<file path="src/hw/sbl_params.svh">
// Constants of the serial boot loader: offsets, fields, resets, timing
`ifndef SBL_PARAMS_SVH
`define SBL_PARAMS_SVH

// Register byte offsets
`define SBL_OFF_STATUS 8'h00
`define SBL_OFF_LOAD_LEN 8'h04
`define SBL_OFF_BIT_RATE 8'h08
`define SBL_OFF_LOAD_CNT 8'h0C

// Status field positions (state code occupies four bits from STATE)
`define SBL_ST_STATE 0
`define SBL_ST_RX_EN 4
`define SBL_ST_TX_EN 5
`define SBL_ST_DIRTY 6
`define SBL_ST_OVERRUN 7
`define SBL_ST_IRQ_BLOCK 8
`define SBL_ST_ACTIVE 9
`define SBL_ST_LOCK 10

// AXI responses
`define SBL_RESP_OKAY 2'h0
`define SBL_RESP_SLVERR 2'h2

// Program window in on-chip RAM
`define SBL_RAM_BASE 24'hFFC000
`define SBL_RAM_LAST 24'hFFDFFF
`define SBL_RAM_BYTES 16'h2000
`define SBL_LOAD_LEN_RST 16'h2000

// Link characters
`define SBL_SYNC_BYTE 8'h00
`define SBL_ACK_BYTE 8'h00
`define SBL_CONFIRM_BYTE 8'h55
`define SBL_ZERO_LOW_BITS 9
`define SBL_MIN_BIT_CYCLES 2

// One state is one system clock, so the wake delay is already a count
`define SBL_WAKE_STATES 100

`endif

</file>
<file path="src/hw/sbl_pkg.sv">
// Types shared by the serial boot loader modules
package sbl_pkg;

	typedef enum logic [3:0] {
		ST_WAKE,
		ST_MEASURE,
		ST_ACK,
		ST_CONFIRM,
		ST_CHECK,
		ST_ERASE,
		ST_LOAD,
		ST_BRANCH,
		ST_DONE
	} sbl_state_type;

	typedef struct packed {
		logic [23:0] addr;
		logic [7:0] data;
	} sbl_ram_wr_type;

endpackage

</file>
<file path="src/hw/sbl_boot_loader.sv">
// Serial boot loader: autobaud, flash blank check and erase, RAM load
`timescale 1ns/1ps
`include "sbl_params.svh"

// How it works
// On boot entry read all flash; erase all blocks if any word not ones; code reads flash only after the 0x55 byte
// Link characters are eight data bits, one stop bit, no parity
// Time low periods of host zero bytes, set own bit rate to match
// Host keeps receive line high at reset release, pull-ups on board
// Low-period timing starts only after 100 clock states from reset
// After matching, send exactly one zero byte as completion
// Host answers the completion byte with one 0x55 byte
// Host restarts by reset when completion byte arrives badly
// Received program bytes go to RAM 0xFFC000 through 0xFFDFFF
// Boot RAM window stays locked until the loaded program runs
// Before branching clear both serial enables, keep rate, line high
// Host leaves boot mode by holding reset low 20 states
// A watchdog overflow also ends boot mode
// Block all interrupts while flash erase is in progress
// Bit period is measured zero byte low time divided by nine
module sbl_boot_loader
	import sbl_pkg::*;
#(
	parameter int ADDR_W = 8,
	parameter int CNT_W = 20,
	parameter int FLASH_AW = 12,
	parameter int FLASH_DW = 32
) (
	// Clock and reset
	input wire logic aclk,
	input wire logic aresetn,
	// AXI4-Lite slave
	input wire logic [ADDR_W-1:0] s_axi_awaddr,
	input wire logic s_axi_awvalid,
	output logic s_axi_awready,
	input wire logic [31:0] s_axi_wdata,
	input wire logic [3:0] s_axi_wstrb,
	input wire logic s_axi_wvalid,
	output logic s_axi_wready,
	output logic [1:0] s_axi_bresp,
	output logic s_axi_bvalid,
	input wire logic s_axi_bready,
	input wire logic [ADDR_W-1:0] s_axi_araddr,
	input wire logic s_axi_arvalid,
	output logic s_axi_arready,
	output logic [31:0] s_axi_rdata,
	output logic [1:0] s_axi_rresp,
	output logic s_axi_rvalid,
	input wire logic s_axi_rready,
	// Serial link pins
	input wire logic rxd_pin,
	output logic txd_pin,
	// System side
	input wire logic watchdog_overflow,
	output logic boot_active,
	output logic ram_window_lock,
	output logic irq_block,
	output logic branch_pulse,
	output logic receive_enable_bit,
	output logic transmit_enable_bit,
	output logic [CNT_W-1:0] bit_rate_setting,
	// Flash
	output logic flash_rd_req,
	output logic [FLASH_AW-1:0] flash_rd_addr,
	input wire logic flash_rd_valid,
	input wire logic [FLASH_DW-1:0] flash_rd_data,
	output logic flash_erase_req,
	input wire logic flash_erase_done,
	// RAM load port
	output logic ram_wr_valid,
	output sbl_ram_wr_type ram_wr,
	input wire logic ram_wr_ready
);

	// The bit period must fit in one 32-bit register word
	if (ADDR_W < 5 || CNT_W < 8 || CNT_W > 32 || FLASH_AW < 1 ||
		FLASH_DW < 1) begin : g_bad
		$error("sbl_boot_loader: parameter out of range");
	end

	sbl_state_type state_reg;
	logic [6:0] wake_cnt_reg;
	logic rxd_meta_reg, rxd_s_reg;
	logic rx_en_reg, tx_en_reg, txd_reg, active_reg, lock_reg;
	logic irq_block_reg, branch_reg, erase_req_reg, tx_go_reg;
	logic meas_armed_reg, meas_done_reg;
	logic [CNT_W-1:0] meas_cnt_reg, bit_reg;
	logic rx_busy_reg, rx_wait_hi_reg, rx_valid_reg;
	logic [CNT_W-1:0] rx_cnt_reg;
	logic [3:0] rx_idx_reg;
	logic [7:0] rx_shift_reg, rx_byte_reg;
	logic tx_busy_reg;
	logic [CNT_W-1:0] tx_cnt_reg;
	logic [3:0] tx_bits_reg;
	logic [8:0] tx_shift_reg;
	logic rd_req_reg, rd_pend_reg, chk_done_reg, chk_dirty_reg;
	logic [FLASH_AW-1:0] rd_addr_reg;
	logic [15:0] load_cnt_reg, load_len_reg;
	logic overrun_reg;
	logic buf_in_valid, buf_in_ready;
	sbl_ram_wr_type buf_in;
	logic aw_rdy_reg, w_rdy_reg, aw_have_reg, w_have_reg, bvalid_reg;
	logic ar_rdy_reg, rvalid_reg;
	logic [1:0] bresp_reg, rresp_reg;
	logic [ADDR_W-1:0] awaddr_reg;
	logic [31:0] wdata_reg, rdata_reg, rd_val;
	logic [3:0] wstrb_reg;
	logic [15:0] len_merge;
	logic rd_hit;

	// Pin synchroniser; only the second stage is read
	always_ff @(posedge aclk) begin
		if (!aresetn) begin
			rxd_meta_reg <= 1'b1;
			rxd_s_reg <= 1'b1;
		end else begin
			rxd_meta_reg <= rxd_pin;
			rxd_s_reg <= rxd_meta_reg;
		end
	end

	// Sequencer
	always_ff @(posedge aclk) begin
		if (!aresetn) begin
			state_reg <= ST_WAKE;
			wake_cnt_reg <= '0;
			rx_en_reg <= 1'b0;
			tx_en_reg <= 1'b0;
			active_reg <= 1'b1;
			lock_reg <= 1'b1;
			irq_block_reg <= 1'b0;
			erase_req_reg <= 1'b0;
			branch_reg <= 1'b0;
			tx_go_reg <= 1'b0;
		end else begin
			branch_reg <= 1'b0;
			tx_go_reg <= 1'b0;
			if (watchdog_overflow && state_reg != ST_DONE) begin
				state_reg <= ST_DONE;
				rx_en_reg <= 1'b0;
				tx_en_reg <= 1'b0;
				active_reg <= 1'b0;
				lock_reg <= 1'b0;
				irq_block_reg <= 1'b0;
				erase_req_reg <= 1'b0;
			end else begin
				unique case (state_reg)
					ST_WAKE: begin
						wake_cnt_reg <= wake_cnt_reg + 7'h01;
						if (wake_cnt_reg == 7'(`SBL_WAKE_STATES - 1))
							state_reg <= ST_MEASURE;
					end
					ST_MEASURE: begin
						if (meas_done_reg) begin
							state_reg <= ST_ACK;
							tx_en_reg <= 1'b1;
							rx_en_reg <= 1'b1;
							tx_go_reg <= 1'b1;
						end
					end
					ST_ACK: begin
						if (!tx_go_reg && !tx_busy_reg)
							state_reg <= ST_CONFIRM;
					end
					ST_CONFIRM: begin
						// Leftover sync bytes from the host are dropped
						if (rx_valid_reg && rx_byte_reg == `SBL_CONFIRM_BYTE)
							state_reg <= ST_CHECK;
					end
					ST_CHECK: begin
						if (chk_done_reg && chk_dirty_reg) begin
							state_reg <= ST_ERASE;
							erase_req_reg <= 1'b1;
							irq_block_reg <= 1'b1;
						end else if (chk_done_reg) begin
							state_reg <= ST_LOAD;
						end
					end
					ST_ERASE: begin
						if (flash_erase_done) begin
							state_reg <= ST_LOAD;
							erase_req_reg <= 1'b0;
							irq_block_reg <= 1'b0;
						end
					end
					ST_LOAD: begin
						if (load_cnt_reg >= load_len_reg && buf_in_ready &&
							!ram_wr_valid)
							state_reg <= ST_BRANCH;
					end
					ST_BRANCH: begin
						rx_en_reg <= 1'b0;
						tx_en_reg <= 1'b0;
						branch_reg <= 1'b1;
						lock_reg <= 1'b0;
						active_reg <= 1'b0;
						state_reg <= ST_DONE;
					end
					ST_DONE: begin
					end
				endcase
			end
		end
	end

	// Low-period timing; arms only once the line has been seen high
	always_ff @(posedge aclk) begin
		if (!aresetn) begin
			meas_armed_reg <= 1'b0;
			meas_done_reg <= 1'b0;
			meas_cnt_reg <= '0;
			bit_reg <= '0;
		end else begin
			meas_done_reg <= 1'b0;
			if (state_reg != ST_MEASURE || meas_done_reg) begin
				meas_armed_reg <= 1'b0;
				meas_cnt_reg <= '0;
			end else if (!meas_armed_reg) begin
				meas_armed_reg <= rxd_s_reg;
			end else if (!rxd_s_reg) begin
				if (meas_cnt_reg != '1)
					meas_cnt_reg <= meas_cnt_reg + 1'b1;
			end else if (meas_cnt_reg != '0) begin
				meas_cnt_reg <= '0;
				// Glitches too short for a real bit are thrown away
				if (meas_cnt_reg >= CNT_W'(`SBL_ZERO_LOW_BITS *
					`SBL_MIN_BIT_CYCLES)) begin
					bit_reg <= meas_cnt_reg / CNT_W'(`SBL_ZERO_LOW_BITS);
					meas_done_reg <= 1'b1;
				end
			end
		end
	end

	// Receiver: start, eight data bits LSB first, one stop, no parity
	always_ff @(posedge aclk) begin
		if (!aresetn) begin
			rx_busy_reg <= 1'b0;
			rx_wait_hi_reg <= 1'b1;
			rx_valid_reg <= 1'b0;
			rx_cnt_reg <= '0;
			rx_idx_reg <= '0;
			rx_shift_reg <= '0;
			rx_byte_reg <= '0;
		end else begin
			rx_valid_reg <= 1'b0;
			if (!rx_en_reg) begin
				rx_busy_reg <= 1'b0;
				rx_wait_hi_reg <= 1'b1;
			end else if (rx_wait_hi_reg) begin
				rx_wait_hi_reg <= !rxd_s_reg;
			end else if (!rx_busy_reg) begin
				if (!rxd_s_reg) begin
					rx_busy_reg <= 1'b1;
					rx_idx_reg <= 4'h0;
					rx_cnt_reg <= bit_reg >> 1;
				end
			end else if (rx_cnt_reg != '0) begin
				rx_cnt_reg <= rx_cnt_reg - 1'b1;
			end else if (rx_idx_reg == 4'h0) begin
				rx_busy_reg <= !rxd_s_reg;
				rx_idx_reg <= 4'h1;
				rx_cnt_reg <= bit_reg - 1'b1;
			end else if (rx_idx_reg <= 4'h8) begin
				rx_shift_reg <= {rxd_s_reg, rx_shift_reg[7:1]};
				rx_idx_reg <= rx_idx_reg + 4'h1;
				rx_cnt_reg <= bit_reg - 1'b1;
			end else begin
				// Framing error: resynchronise on the next idle line
				rx_busy_reg <= 1'b0;
				rx_valid_reg <= rxd_s_reg;
				rx_byte_reg <= rx_shift_reg;
				rx_wait_hi_reg <= !rxd_s_reg;
			end
		end
	end

	// Transmitter; line rests high whenever transmit is disabled
	always_ff @(posedge aclk) begin
		if (!aresetn) begin
			txd_reg <= 1'b1;
			tx_busy_reg <= 1'b0;
			tx_cnt_reg <= '0;
			tx_bits_reg <= '0;
			tx_shift_reg <= '1;
		end else if (!tx_en_reg) begin
			txd_reg <= 1'b1;
			tx_busy_reg <= 1'b0;
		end else if (tx_go_reg) begin
			txd_reg <= 1'b0;
			tx_shift_reg <= {1'b1, `SBL_ACK_BYTE};
			tx_bits_reg <= 4'h9;
			tx_cnt_reg <= bit_reg - 1'b1;
			tx_busy_reg <= 1'b1;
		end else if (tx_busy_reg) begin
			if (tx_cnt_reg != '0) begin
				tx_cnt_reg <= tx_cnt_reg - 1'b1;
			end else if (tx_bits_reg != 4'h0) begin
				txd_reg <= tx_shift_reg[0];
				tx_shift_reg <= {1'b1, tx_shift_reg[8:1]};
				tx_bits_reg <= tx_bits_reg - 4'h1;
				tx_cnt_reg <= bit_reg - 1'b1;
			end else begin
				tx_busy_reg <= 1'b0;
			end
		end
	end

	// Flash blank check, one read outstanding at a time
	always_ff @(posedge aclk) begin
		if (!aresetn) begin
			rd_req_reg <= 1'b0;
			rd_pend_reg <= 1'b0;
			rd_addr_reg <= '0;
			chk_done_reg <= 1'b0;
			chk_dirty_reg <= 1'b0;
		end else if (state_reg != ST_CHECK) begin
			rd_req_reg <= 1'b0;
			rd_pend_reg <= 1'b0;
			rd_addr_reg <= '0;
			chk_done_reg <= 1'b0;
		end else if (!rd_pend_reg && !chk_done_reg) begin
			rd_req_reg <= 1'b1;
			rd_pend_reg <= 1'b1;
		end else begin
			rd_req_reg <= 1'b0;
			if (flash_rd_valid && rd_pend_reg) begin
				rd_pend_reg <= 1'b0;
				if (flash_rd_data != '1)
					chk_dirty_reg <= 1'b1;
				if (rd_addr_reg == '1)
					chk_done_reg <= 1'b1;
				else
					rd_addr_reg <= rd_addr_reg + 1'b1;
			end
		end
	end

	// Program bytes into the RAM window through the buffer
	assign buf_in_valid = rx_valid_reg && state_reg == ST_LOAD &&
		load_cnt_reg < load_len_reg;
	assign buf_in.addr = `SBL_RAM_BASE + {8'h00, load_cnt_reg};
	assign buf_in.data = rx_byte_reg;

	always_ff @(posedge aclk) begin
		if (!aresetn) begin
			load_cnt_reg <= '0;
			overrun_reg <= 1'b0;
		end else if (buf_in_valid) begin
			// A serial byte cannot wait, so a full buffer drops it
			if (buf_in_ready)
				load_cnt_reg <= load_cnt_reg + 16'h0001;
			else
				overrun_reg <= 1'b1;
		end
	end

	sbl_skid u_buf (
		.aclk(aclk),
		.aresetn(aresetn),
		.in_valid(buf_in_valid),
		.in_ready(buf_in_ready),
		.in_data(buf_in),
		.out_valid(ram_wr_valid),
		.out_ready(ram_wr_ready),
		.out_data(ram_wr)
	);

	// Register write side
	always_comb begin
		len_merge = load_len_reg;
		if (wstrb_reg[0])
			len_merge[7:0] = wdata_reg[7:0];
		if (wstrb_reg[1])
			len_merge[15:8] = wdata_reg[15:8];
		if (len_merge > `SBL_RAM_BYTES)
			len_merge = `SBL_RAM_BYTES;
	end

	always_ff @(posedge aclk) begin
		if (!aresetn) begin
			aw_rdy_reg <= 1'b0;
			w_rdy_reg <= 1'b0;
			aw_have_reg <= 1'b0;
			w_have_reg <= 1'b0;
			bvalid_reg <= 1'b0;
			bresp_reg <= `SBL_RESP_OKAY;
			awaddr_reg <= '0;
			wdata_reg <= '0;
			wstrb_reg <= '0;
			load_len_reg <= `SBL_LOAD_LEN_RST;
		end else begin
			if (s_axi_awvalid && aw_rdy_reg) begin
				aw_have_reg <= 1'b1;
				aw_rdy_reg <= 1'b0;
				awaddr_reg <= s_axi_awaddr;
			end else if (!aw_have_reg && !bvalid_reg) begin
				aw_rdy_reg <= 1'b1;
			end
			if (s_axi_wvalid && w_rdy_reg) begin
				w_have_reg <= 1'b1;
				w_rdy_reg <= 1'b0;
				wdata_reg <= s_axi_wdata;
				wstrb_reg <= s_axi_wstrb;
			end else if (!w_have_reg && !bvalid_reg) begin
				w_rdy_reg <= 1'b1;
			end
			if (aw_have_reg && w_have_reg && !bvalid_reg) begin
				aw_have_reg <= 1'b0;
				w_have_reg <= 1'b0;
				bvalid_reg <= 1'b1;
				bresp_reg <= `SBL_RESP_OKAY;
				if (awaddr_reg == ADDR_W'(`SBL_OFF_LOAD_LEN))
					load_len_reg <= len_merge;
				else if (awaddr_reg != ADDR_W'(`SBL_OFF_STATUS) &&
					awaddr_reg != ADDR_W'(`SBL_OFF_BIT_RATE) &&
					awaddr_reg != ADDR_W'(`SBL_OFF_LOAD_CNT))
					bresp_reg <= `SBL_RESP_SLVERR;
			end else if (bvalid_reg && s_axi_bready) begin
				bvalid_reg <= 1'b0;
			end
		end
	end

	// Register read side
	always_comb begin
		rd_val = '0;
		rd_hit = 1'b1;
		if (s_axi_araddr == ADDR_W'(`SBL_OFF_STATUS)) begin
			rd_val[`SBL_ST_STATE +: 4] = state_reg;
			rd_val[`SBL_ST_RX_EN] = rx_en_reg;
			rd_val[`SBL_ST_TX_EN] = tx_en_reg;
			rd_val[`SBL_ST_DIRTY] = chk_dirty_reg;
			rd_val[`SBL_ST_OVERRUN] = overrun_reg;
			rd_val[`SBL_ST_IRQ_BLOCK] = irq_block_reg;
			rd_val[`SBL_ST_ACTIVE] = active_reg;
			rd_val[`SBL_ST_LOCK] = lock_reg;
		end else if (s_axi_araddr == ADDR_W'(`SBL_OFF_LOAD_LEN)) begin
			rd_val[15:0] = load_len_reg;
		end else if (s_axi_araddr == ADDR_W'(`SBL_OFF_BIT_RATE)) begin
			rd_val[CNT_W-1:0] = bit_reg;
		end else if (s_axi_araddr == ADDR_W'(`SBL_OFF_LOAD_CNT)) begin
			rd_val[15:0] = load_cnt_reg;
		end else begin
			rd_hit = 1'b0;
		end
	end

	always_ff @(posedge aclk) begin
		if (!aresetn) begin
			ar_rdy_reg <= 1'b0;
			rvalid_reg <= 1'b0;
			rdata_reg <= '0;
			rresp_reg <= `SBL_RESP_OKAY;
		end else if (s_axi_arvalid && ar_rdy_reg) begin
			ar_rdy_reg <= 1'b0;
			rvalid_reg <= 1'b1;
			rdata_reg <= rd_val;
			rresp_reg <= rd_hit ? `SBL_RESP_OKAY : `SBL_RESP_SLVERR;
		end else if (rvalid_reg && s_axi_rready) begin
			rvalid_reg <= 1'b0;
			ar_rdy_reg <= 1'b1;
		end else if (!rvalid_reg) begin
			ar_rdy_reg <= 1'b1;
		end
	end

	assign s_axi_awready = aw_rdy_reg;
	assign s_axi_wready = w_rdy_reg;
	assign s_axi_bvalid = bvalid_reg;
	assign s_axi_bresp = bresp_reg;
	assign s_axi_arready = ar_rdy_reg;
	assign s_axi_rvalid = rvalid_reg;
	assign s_axi_rdata = rdata_reg;
	assign s_axi_rresp = rresp_reg;
	assign txd_pin = txd_reg;
	assign boot_active = active_reg;
	assign ram_window_lock = lock_reg;
	assign irq_block = irq_block_reg;
	assign branch_pulse = branch_reg;
	assign receive_enable_bit = rx_en_reg;
	assign transmit_enable_bit = tx_en_reg;
	assign bit_rate_setting = bit_reg;
	assign flash_rd_req = rd_req_reg;
	assign flash_rd_addr = rd_addr_reg;
	assign flash_erase_req = erase_req_reg;

	// Checks
	logic [7:0] since_rst_reg;
	always_ff @(posedge aclk) begin
		if (!aresetn)
			since_rst_reg <= '0;
		else if (since_rst_reg != 8'hFF)
			since_rst_reg <= since_rst_reg + 8'h01;
	end
endmodule

</file>
<file path="src/hw/sbl_skid.sv">
// Two-entry buffer with valid and ready on both sides
`timescale 1ns/1ps

module sbl_skid
	import sbl_pkg::*;
(
	// Clock and reset
	input wire logic aclk,
	input wire logic aresetn,
	// Filling side
	input wire logic in_valid,
	output logic in_ready,
	input wire sbl_ram_wr_type in_data,
	// Draining side
	output logic out_valid,
	input wire logic out_ready,
	output sbl_ram_wr_type out_data
);

	logic out_valid_reg;
	logic spare_valid_reg;
	sbl_ram_wr_type out_data_reg;
	sbl_ram_wr_type spare_data_reg;
	logic in_fire;

	// Ready only depends on the spare slot, so no path from out_ready
	assign in_ready = !spare_valid_reg;
	assign in_fire = in_valid && !spare_valid_reg;
	assign out_valid = out_valid_reg;
	assign out_data = out_data_reg;

	always_ff @(posedge aclk) begin
		if (!aresetn) begin
			out_valid_reg <= 1'b0;
			spare_valid_reg <= 1'b0;
			out_data_reg <= '0;
			spare_data_reg <= '0;
		end else if (!out_valid_reg || out_ready) begin
			if (spare_valid_reg) begin
				out_data_reg <= spare_data_reg;
				out_valid_reg <= 1'b1;
				spare_valid_reg <= 1'b0;
			end else begin
				out_data_reg <= in_data;
				out_valid_reg <= in_fire;
			end
		end else if (in_fire) begin
			spare_data_reg <= in_data;
			spare_valid_reg <= 1'b1;
		end
	end

endmodule

</file>
<file path="config.mk">
export PLATFORM = sky130hd
export DESIGN_NAME = sbl_boot_loader
export DESIGN_NICKNAME = d
export VERILOG_FILES = /design/src/hw/sbl_pkg.sv /design/src/hw/sbl_boot_loader.sv /design/src/hw/sbl_skid.sv
export VERILOG_INCLUDE_DIRS = /design/src /design/src/hw
export SDC_FILE = /design/constraint.sdc
export NUM_CORES = 1
export LEC_CHECK = 0
export BUFFER_PORTS_ARGS = -buffer_cell sky130_fd_sc_hd__clkbuf_2
export CAP_MARGIN = 20
export CORE_MARGIN = 2
export CORE_UTILIZATION = 50
export CTS_BUF_LIST = sky130_fd_sc_hd__clkbuf_16
export DETAILED_ROUTE_END_ITERATION = 16
export PLACE_DENSITY = 0.7
export SKIP_LAST_GASP = 1
export SYNTH_ARGS = -nofsm -noshare
export SYNTH_HDL_FRONTEND = slang
export SYNTH_HIERARCHICAL = 1
export SYNTH_SLANG_ARGS = --single-unit
</file>
<file path="constraint.sdc">
create_clock -name aclk -period 11.3 [get_ports aclk]
set_clock_uncertainty 0.1 [all_clocks]
set_input_delay 1.13 -clock aclk [delete_from_list [all_inputs] [get_ports aclk]]
set_output_delay 1.13 -clock aclk [all_outputs]
set_load 0.05 [all_outputs]
</file>
Yosys cells after proc, flatten, opt, wreduce, memory -nomap -nowiden
Index checks and enable logic that the tools add are counted.
{"block": "op_classes", "n_addsub": 10, "n_reduce_logical": 87, "mux": 92, "n_bitwise": 18, "div_mod_pow": 1, "n_shift": 0, "mul": 0, "n_lt_le_gt_ge": 5, "n_eq_ne": 43}
{"operator": "20-bit 2-to-1 mux", "n": 12}
{"operator": "4-bit 2-to-1 mux", "n": 20}
{"operator": "16-bit 2-to-1 mux", "n": 4}
{"operator": "20-bit nonzero test", "n": 3}
{"operator": "20-bit by 1-bit subtractor with 20-bit output (second input constant)", "n": 3}
{"operator": "9-bit 2-to-1 mux", "n": 5}
{"operator": "1-bit 2-to-1 mux", "n": 41}
{"operator": "32-bit 2-to-1 mux", "n": 1}
{"operator": "32-bit != test (second input constant)", "n": 1}
{"operator": "4-bit case mux with 8 select lines", "n": 1}
{"operator": "1-bit logical AND", "n": 22}
{"operator": "3-bit != test (second input constant)", "n": 7}
{"operator": "20-bit by 1-bit adder with 20-bit output (second input constant)", "n": 1}
{"operator": "20-bit by 4-bit divider with 20-bit output (second input constant)", "n": 1}
{"operator": "20-bit by 5-bit greater-or-equal comparator with 1-bit output (second input constant)", "n": 1}
{"operator": "20-bit != test (second input constant)", "n": 1}
{"operator": "15-bit by 17-bit adder with 18-bit output (first input constant)", "n": 1}
{"operator": "2-bit != test (second input constant)", "n": 9}
{"operator": "1-bit NOT", "n": 18}
{"operator": "3-bit AND reduction", "n": 6}
{"operator": "2-bit nonzero test", "n": 9}
{"operator": "16-bit by 1-bit adder with 16-bit output (second input constant)", "n": 1}
{"operator": "4-bit by 3-bit == test with 1-bit output (second input constant)", "n": 4}
{"operator": "8-bit by 3-bit == test with 1-bit output (second input constant)", "n": 2}
{"operator": "41 further kinds", "n": 82}
{"block": "word_totals", "latchBits": 0, "romBits": 0, "ram_bits": 0, "regBits": 310, "mem_count": 0}

Longest topological paths before layout
{"block": "logic_depth", "ltp_word": 6, "ltp_mapped": 31, "depth_no_buf": 28}

Hierarchy
Netlist, hierarchy kept.
{"module": "sbl_boot_loader", "cells_per_inst": 1846, "seq_area_each_um2": 4704.5, "instances": 1, "area_per_inst_um2": 14577.7}
{"module": "sbl_skid", "cells_per_inst": 294, "seq_area_each_um2": 1321.3, "instances": 1, "area_per_inst_um2": 2945.3}

Worst setup path before layout
No wires, ideal clock.
{"block": "synth_path", "kind": "register -> register", "start": "register meas_cnt_reg[18]", "end": "register bit_reg[0] (netlist: bit_rate_setting[0])", "n_path_buf": 1, "arrival_ns": 7.076, "path_stages_with_launch": 30, "required_ns": 11.064, "setup_time_ns": 0.136, "setup_slack_ns": 3.988, "path_cell_list": "dfxtp_1 > buf_6 > or3b_4 > nor3b_2 > a311oi_2 > a32oi_1 > mux2i_1 > o31a_1 > nand2_1 > o211a_1 > o211a_1 > or4_4 > mux2i_4 > a21oi_2 > o41a_1 > mux2_4 > a31oi_1 > o22ai_1 > a222oi_1 > a2111oi_1 > a211oi_1 > and3_1 > o211ai_1 > and2_1 > xnor2_1 > ha_1 > a31oi_1 > mux2_2 > o31ai_1 > o32ai_1"}
{"block": "synth_via", "elab_chain_cells": 2, "elab_cells_between_ends": 4, "cone_classes": "1 x div; 1 x order compare; 2 x reduce/logical"}
{"item": "from (decl)", "line_no": "sbl_boot_loader.sv:87", "rtl": "logic [CNT_W-1:0] meas_cnt_reg, bit_reg;"}
{"item": "from (signal assigned)", "line_no": "sbl_boot_loader.sv:222", "rtl": "meas_cnt_reg <= meas_cnt_reg + 1'b1;"}
{"item": "branches (longest 2 deep; another with 20-bit by 4-bit divider with 20-bit output)"}
{"item": "to (signal assigned)", "line_no": "sbl_boot_loader.sv:228", "rtl": "bit_reg <= meas_cnt_reg / CNT_W'(`SBL_ZERO_LOW_BITS);"}
{"item": "to (decl)", "line_no": "sbl_boot_loader.sv:87"}
Several ways; the timed one is not identified.
A chain may end at the register's enable or synchronous reset.

Worst setup path in the final report
Ends and elaborated chain as after synthesis.

==> reports/qor.yml <==
clocking:
  tritoncts: "built"
  clkTransAtPathRegs_ps: 50
  htreeDepth: 2
  cts.repair.resized: 0
  clk_latency_ps: 520
  numCtsBuffers: 36
  clock-sinks: 301
  cts_root_buf: "clkbuf_16"
  postCtsHoldBufs: 0
  cts_setup_buffers: 0
  cts.path.max_buffers: 3
routing:
  met1_length_mm: 20.8
  dr.pass1.iters: 7
  dr_wl_met2_mm: 20.5
  antenna_left: 0
  drcViolationCount: 0
  drt-initial-drc-count: 1393
  top_layer_used: "met4"
  via_count: 15800
  wl_per_cell_um: 16.7
  vias_per_cell: 5.84
  drt_wl_total_mm: 45.2
  met3_length_mm: 2.59
power:
  p_leak_nw: 7.47
  power-per-cell-area_nw_per_um2: 118
  p_total_mw: 2.29
  ir_drop_mv: 0.100
cells_and_area:
  diodes: 0
  seqCellArea_um2: 6030
  layout-drive-gt1-share_pct: 12.6
  fill_cells: 3205
  multi_input_comb_area_um2: 10500
  layout.nets: 2358
  area.growth.synth_to_final_pct: 11.0
logic_synthesis:
  synth_top_area_share_pct: 34.4
  syn_area_um2: 17500
  synthAdderAreaFrac_pct: 2.48
  postSynthCellCount: 2140
  yosysTopAreaCell: "dfxtp_1"
  post_synth_main_area_contributors: "dfxtp_1, nand2_1, mux2i_1"
  yosys_warnings: 6
  synth_seq_cells: 301
  synth_xor_area_share_pct: 3.55
  synthFlopType: "dfxtp_1"
  ys_types: 115
  synth-edff-count: 0
  synth_mux_area_share_pct: 6.36
  yosysSeqAreaShare_pct: 34.4
  synth_top_family_by_area: "simple AND/OR/NAND/NOR gates"
  synth_compound_area_share_pct: 21.9
  yosys.area_share.simple_pct: 25.2
  syn_avg_cell_area_um2: 8.19
  async_reset_ff_share_pct: 0
worst_hold_path:
  min_to: "rxd_s_reg"
  holdPathStages: 1
  hold_class: "reg2reg"
  hp-start: "rxd_meta_reg"
sta:
  finalSetupTns_ps: 0
  fin_crit_ps: 8900
  fmax_mhz: 112
  hold_viol_final: 0
  period_share_pct: 78.7
  setup_violations: 0
  rsz0062_at_grt: "no"
  slew_headroom_pct: 27.2
  worst_pin_slew_ps: 1080
  final_max_slew_viol_count: 0
placed_design:
  port_buffers: 172
  place_congestion: 0.893
  hpwl_mm: 32.2
floorplan:
  initial_core_util_pct: 50.7
  die_area_um2: 36600
  die_y_um: 191
  core-area_um2: 34500
  fp.dieW_um: 191
  ios: 211
  rows: 68
run:
  max_cap_violations: 0
worst_setup_path:
  slowest_delay_ps: 860
  critPathRequiredTime_ps: 11570
  r2r_setup_slack_ps: 2400
  r2r_start: "meas_cnt_reg[18]"
  path_max_fanout: 27
  slowest_stage: "dfxtp_1"
  cp.arrival_ps: 9170
  path_class: "reg2reg"
  startpoint_type: "register"
  end_kind: "register"
  startpoint: "meas_cnt_reg[18]"
  r2r_end: "bit_rate_setting[0]"
  r2r_cells: 28
global_routing:
  grt_pass1_wl_mm: 73.4
  grt_max_degree: 104
  overflow: 0
  grtUsageTotal_pct: 24.1
  antenna_found_initial: 0
  grt_pass1_vias: 14500
status:
  status: "complete, no violations"
worst max-delay path: cells and delay by family (launching register included):
kind,cells,cell delay (ps)
AOI/OAI and AO/OA,17,4370
xor gates and xnor gates,1,150
adders and majority gates,1,290
DFF,1,860
muxes,4,1540
and+or+nand+nor,5,1440
per-stage QoR:
step / instances / hold WS [ps] / worst slack, ps / instance area [um^2] / utilization [%]
2_1_floorplan: 2159 / 286 / 3990 / 17600 / -
3_3_place_gp: 2643 / 291 / 2790 / 18300 / 53.1
3_5_place_dp: 2644 / 298 / 2590 / 18400 / 53.2
4_1_cts: 2706 / 312 / 2570 / 19400 / 56.3
5_1_grt: 2708 / 335 / 1730 / 19500 / 56.3
6_report: 2708 / 310 / 2400 / 19500 / 56.3
cells in the final DEF (no fill, tap or decap), types with 40 or more instances in the layout:
cell type	Yosys	routed
a211oi_1	40	40
a21boi_0	50	50
a21oi_1	85	85
clkbuf_2	0	171
dfxtp_1	301	300
inv_1	71	78
mux2i_1	102	102
nand2_1	276	276
nor2_1	152	151
nor2b_1	80	80
nor3_1	60	59
o21ai_0	101	101
xnor2_1	50	50
where the power goes:
| group | switching (mW) | internal, mW |
|---|---|---|
| clock network | 0.448 | 0.623 |
| logic | 0.0900 | 0.0412 |
| registers | 0.0169 | 1.07 |
| total | 0.555 | 1.74 |
Yosys cell counts (all sizes together), types with 7 or more instances:
cell      n
o211a    23
o21ai   106
xnor2    50
nor2b    80
a22o     17
a211oi   42
o22ai     7
and3     17
nor3     61
a22oi    27
inv      71
buf      55
ha       33
nor3b    40
o31ai    17
nand3b    8
nand3    33
clkbuf  100
nor4     25
nand4    34
o311ai   12
nor2    153
o32ai     7
a222oi   12
a21boi   52
a31oi    20
or3      22
mux2i   103
o211ai   24
a21o      8
or4      11
and2     38
xor2     21
a21oi    88
nand2   278
dfxtp   301
o21a     10
nand2b   29
worst max path at each step:
stage / depth (start not counted) / slack [ps] / to
final: 28 / 2400 / bit_rate_setting[0]
after global routing: 28 / 1730 / bit_rate_setting[0]
after CTS: 28 / 2570 / bit_rate_setting[0]
after detailed placement: 28 / 2590 / bit_rate_setting[0]
after global placement: 28 / 2790 / bit_rate_setting[0]
after floorplan: 29 / 3990 / bit_rate_setting[0]
final cells by class:
class / count / area share [%]
Multi-Input combinational cell: 1629 / 54.1
Sequential cell: 301 / 31.0
Timing Repair Buffer: 187 / 5.07
Clock buffer: 36 / 4.63
Tap cell: 455 / 2.93
Inverter: 74 / 1.43
Clock inverter: 26 / 0.907
kinds of logic (layout without fill, tap and decap cells):
family / Yosys count / count (layout)
simple gates: 863 / 863
buf+inv: 229 / 323
fa+ha+maj: 35 / 35
flops: 301 / 301
mux: 109 / 109
compound gates: 531 / 531
xor+xnor: 71 / 71
other cells: 1 / 20
routing by layer:
layer	track usage, %	vias to the layer above
met2	38.9	434
met1	33.1	7456
li1	-	7835
met3	3.51	83
met4	7.57	0
met5	0	-
(Power assumes the default switching activity.)
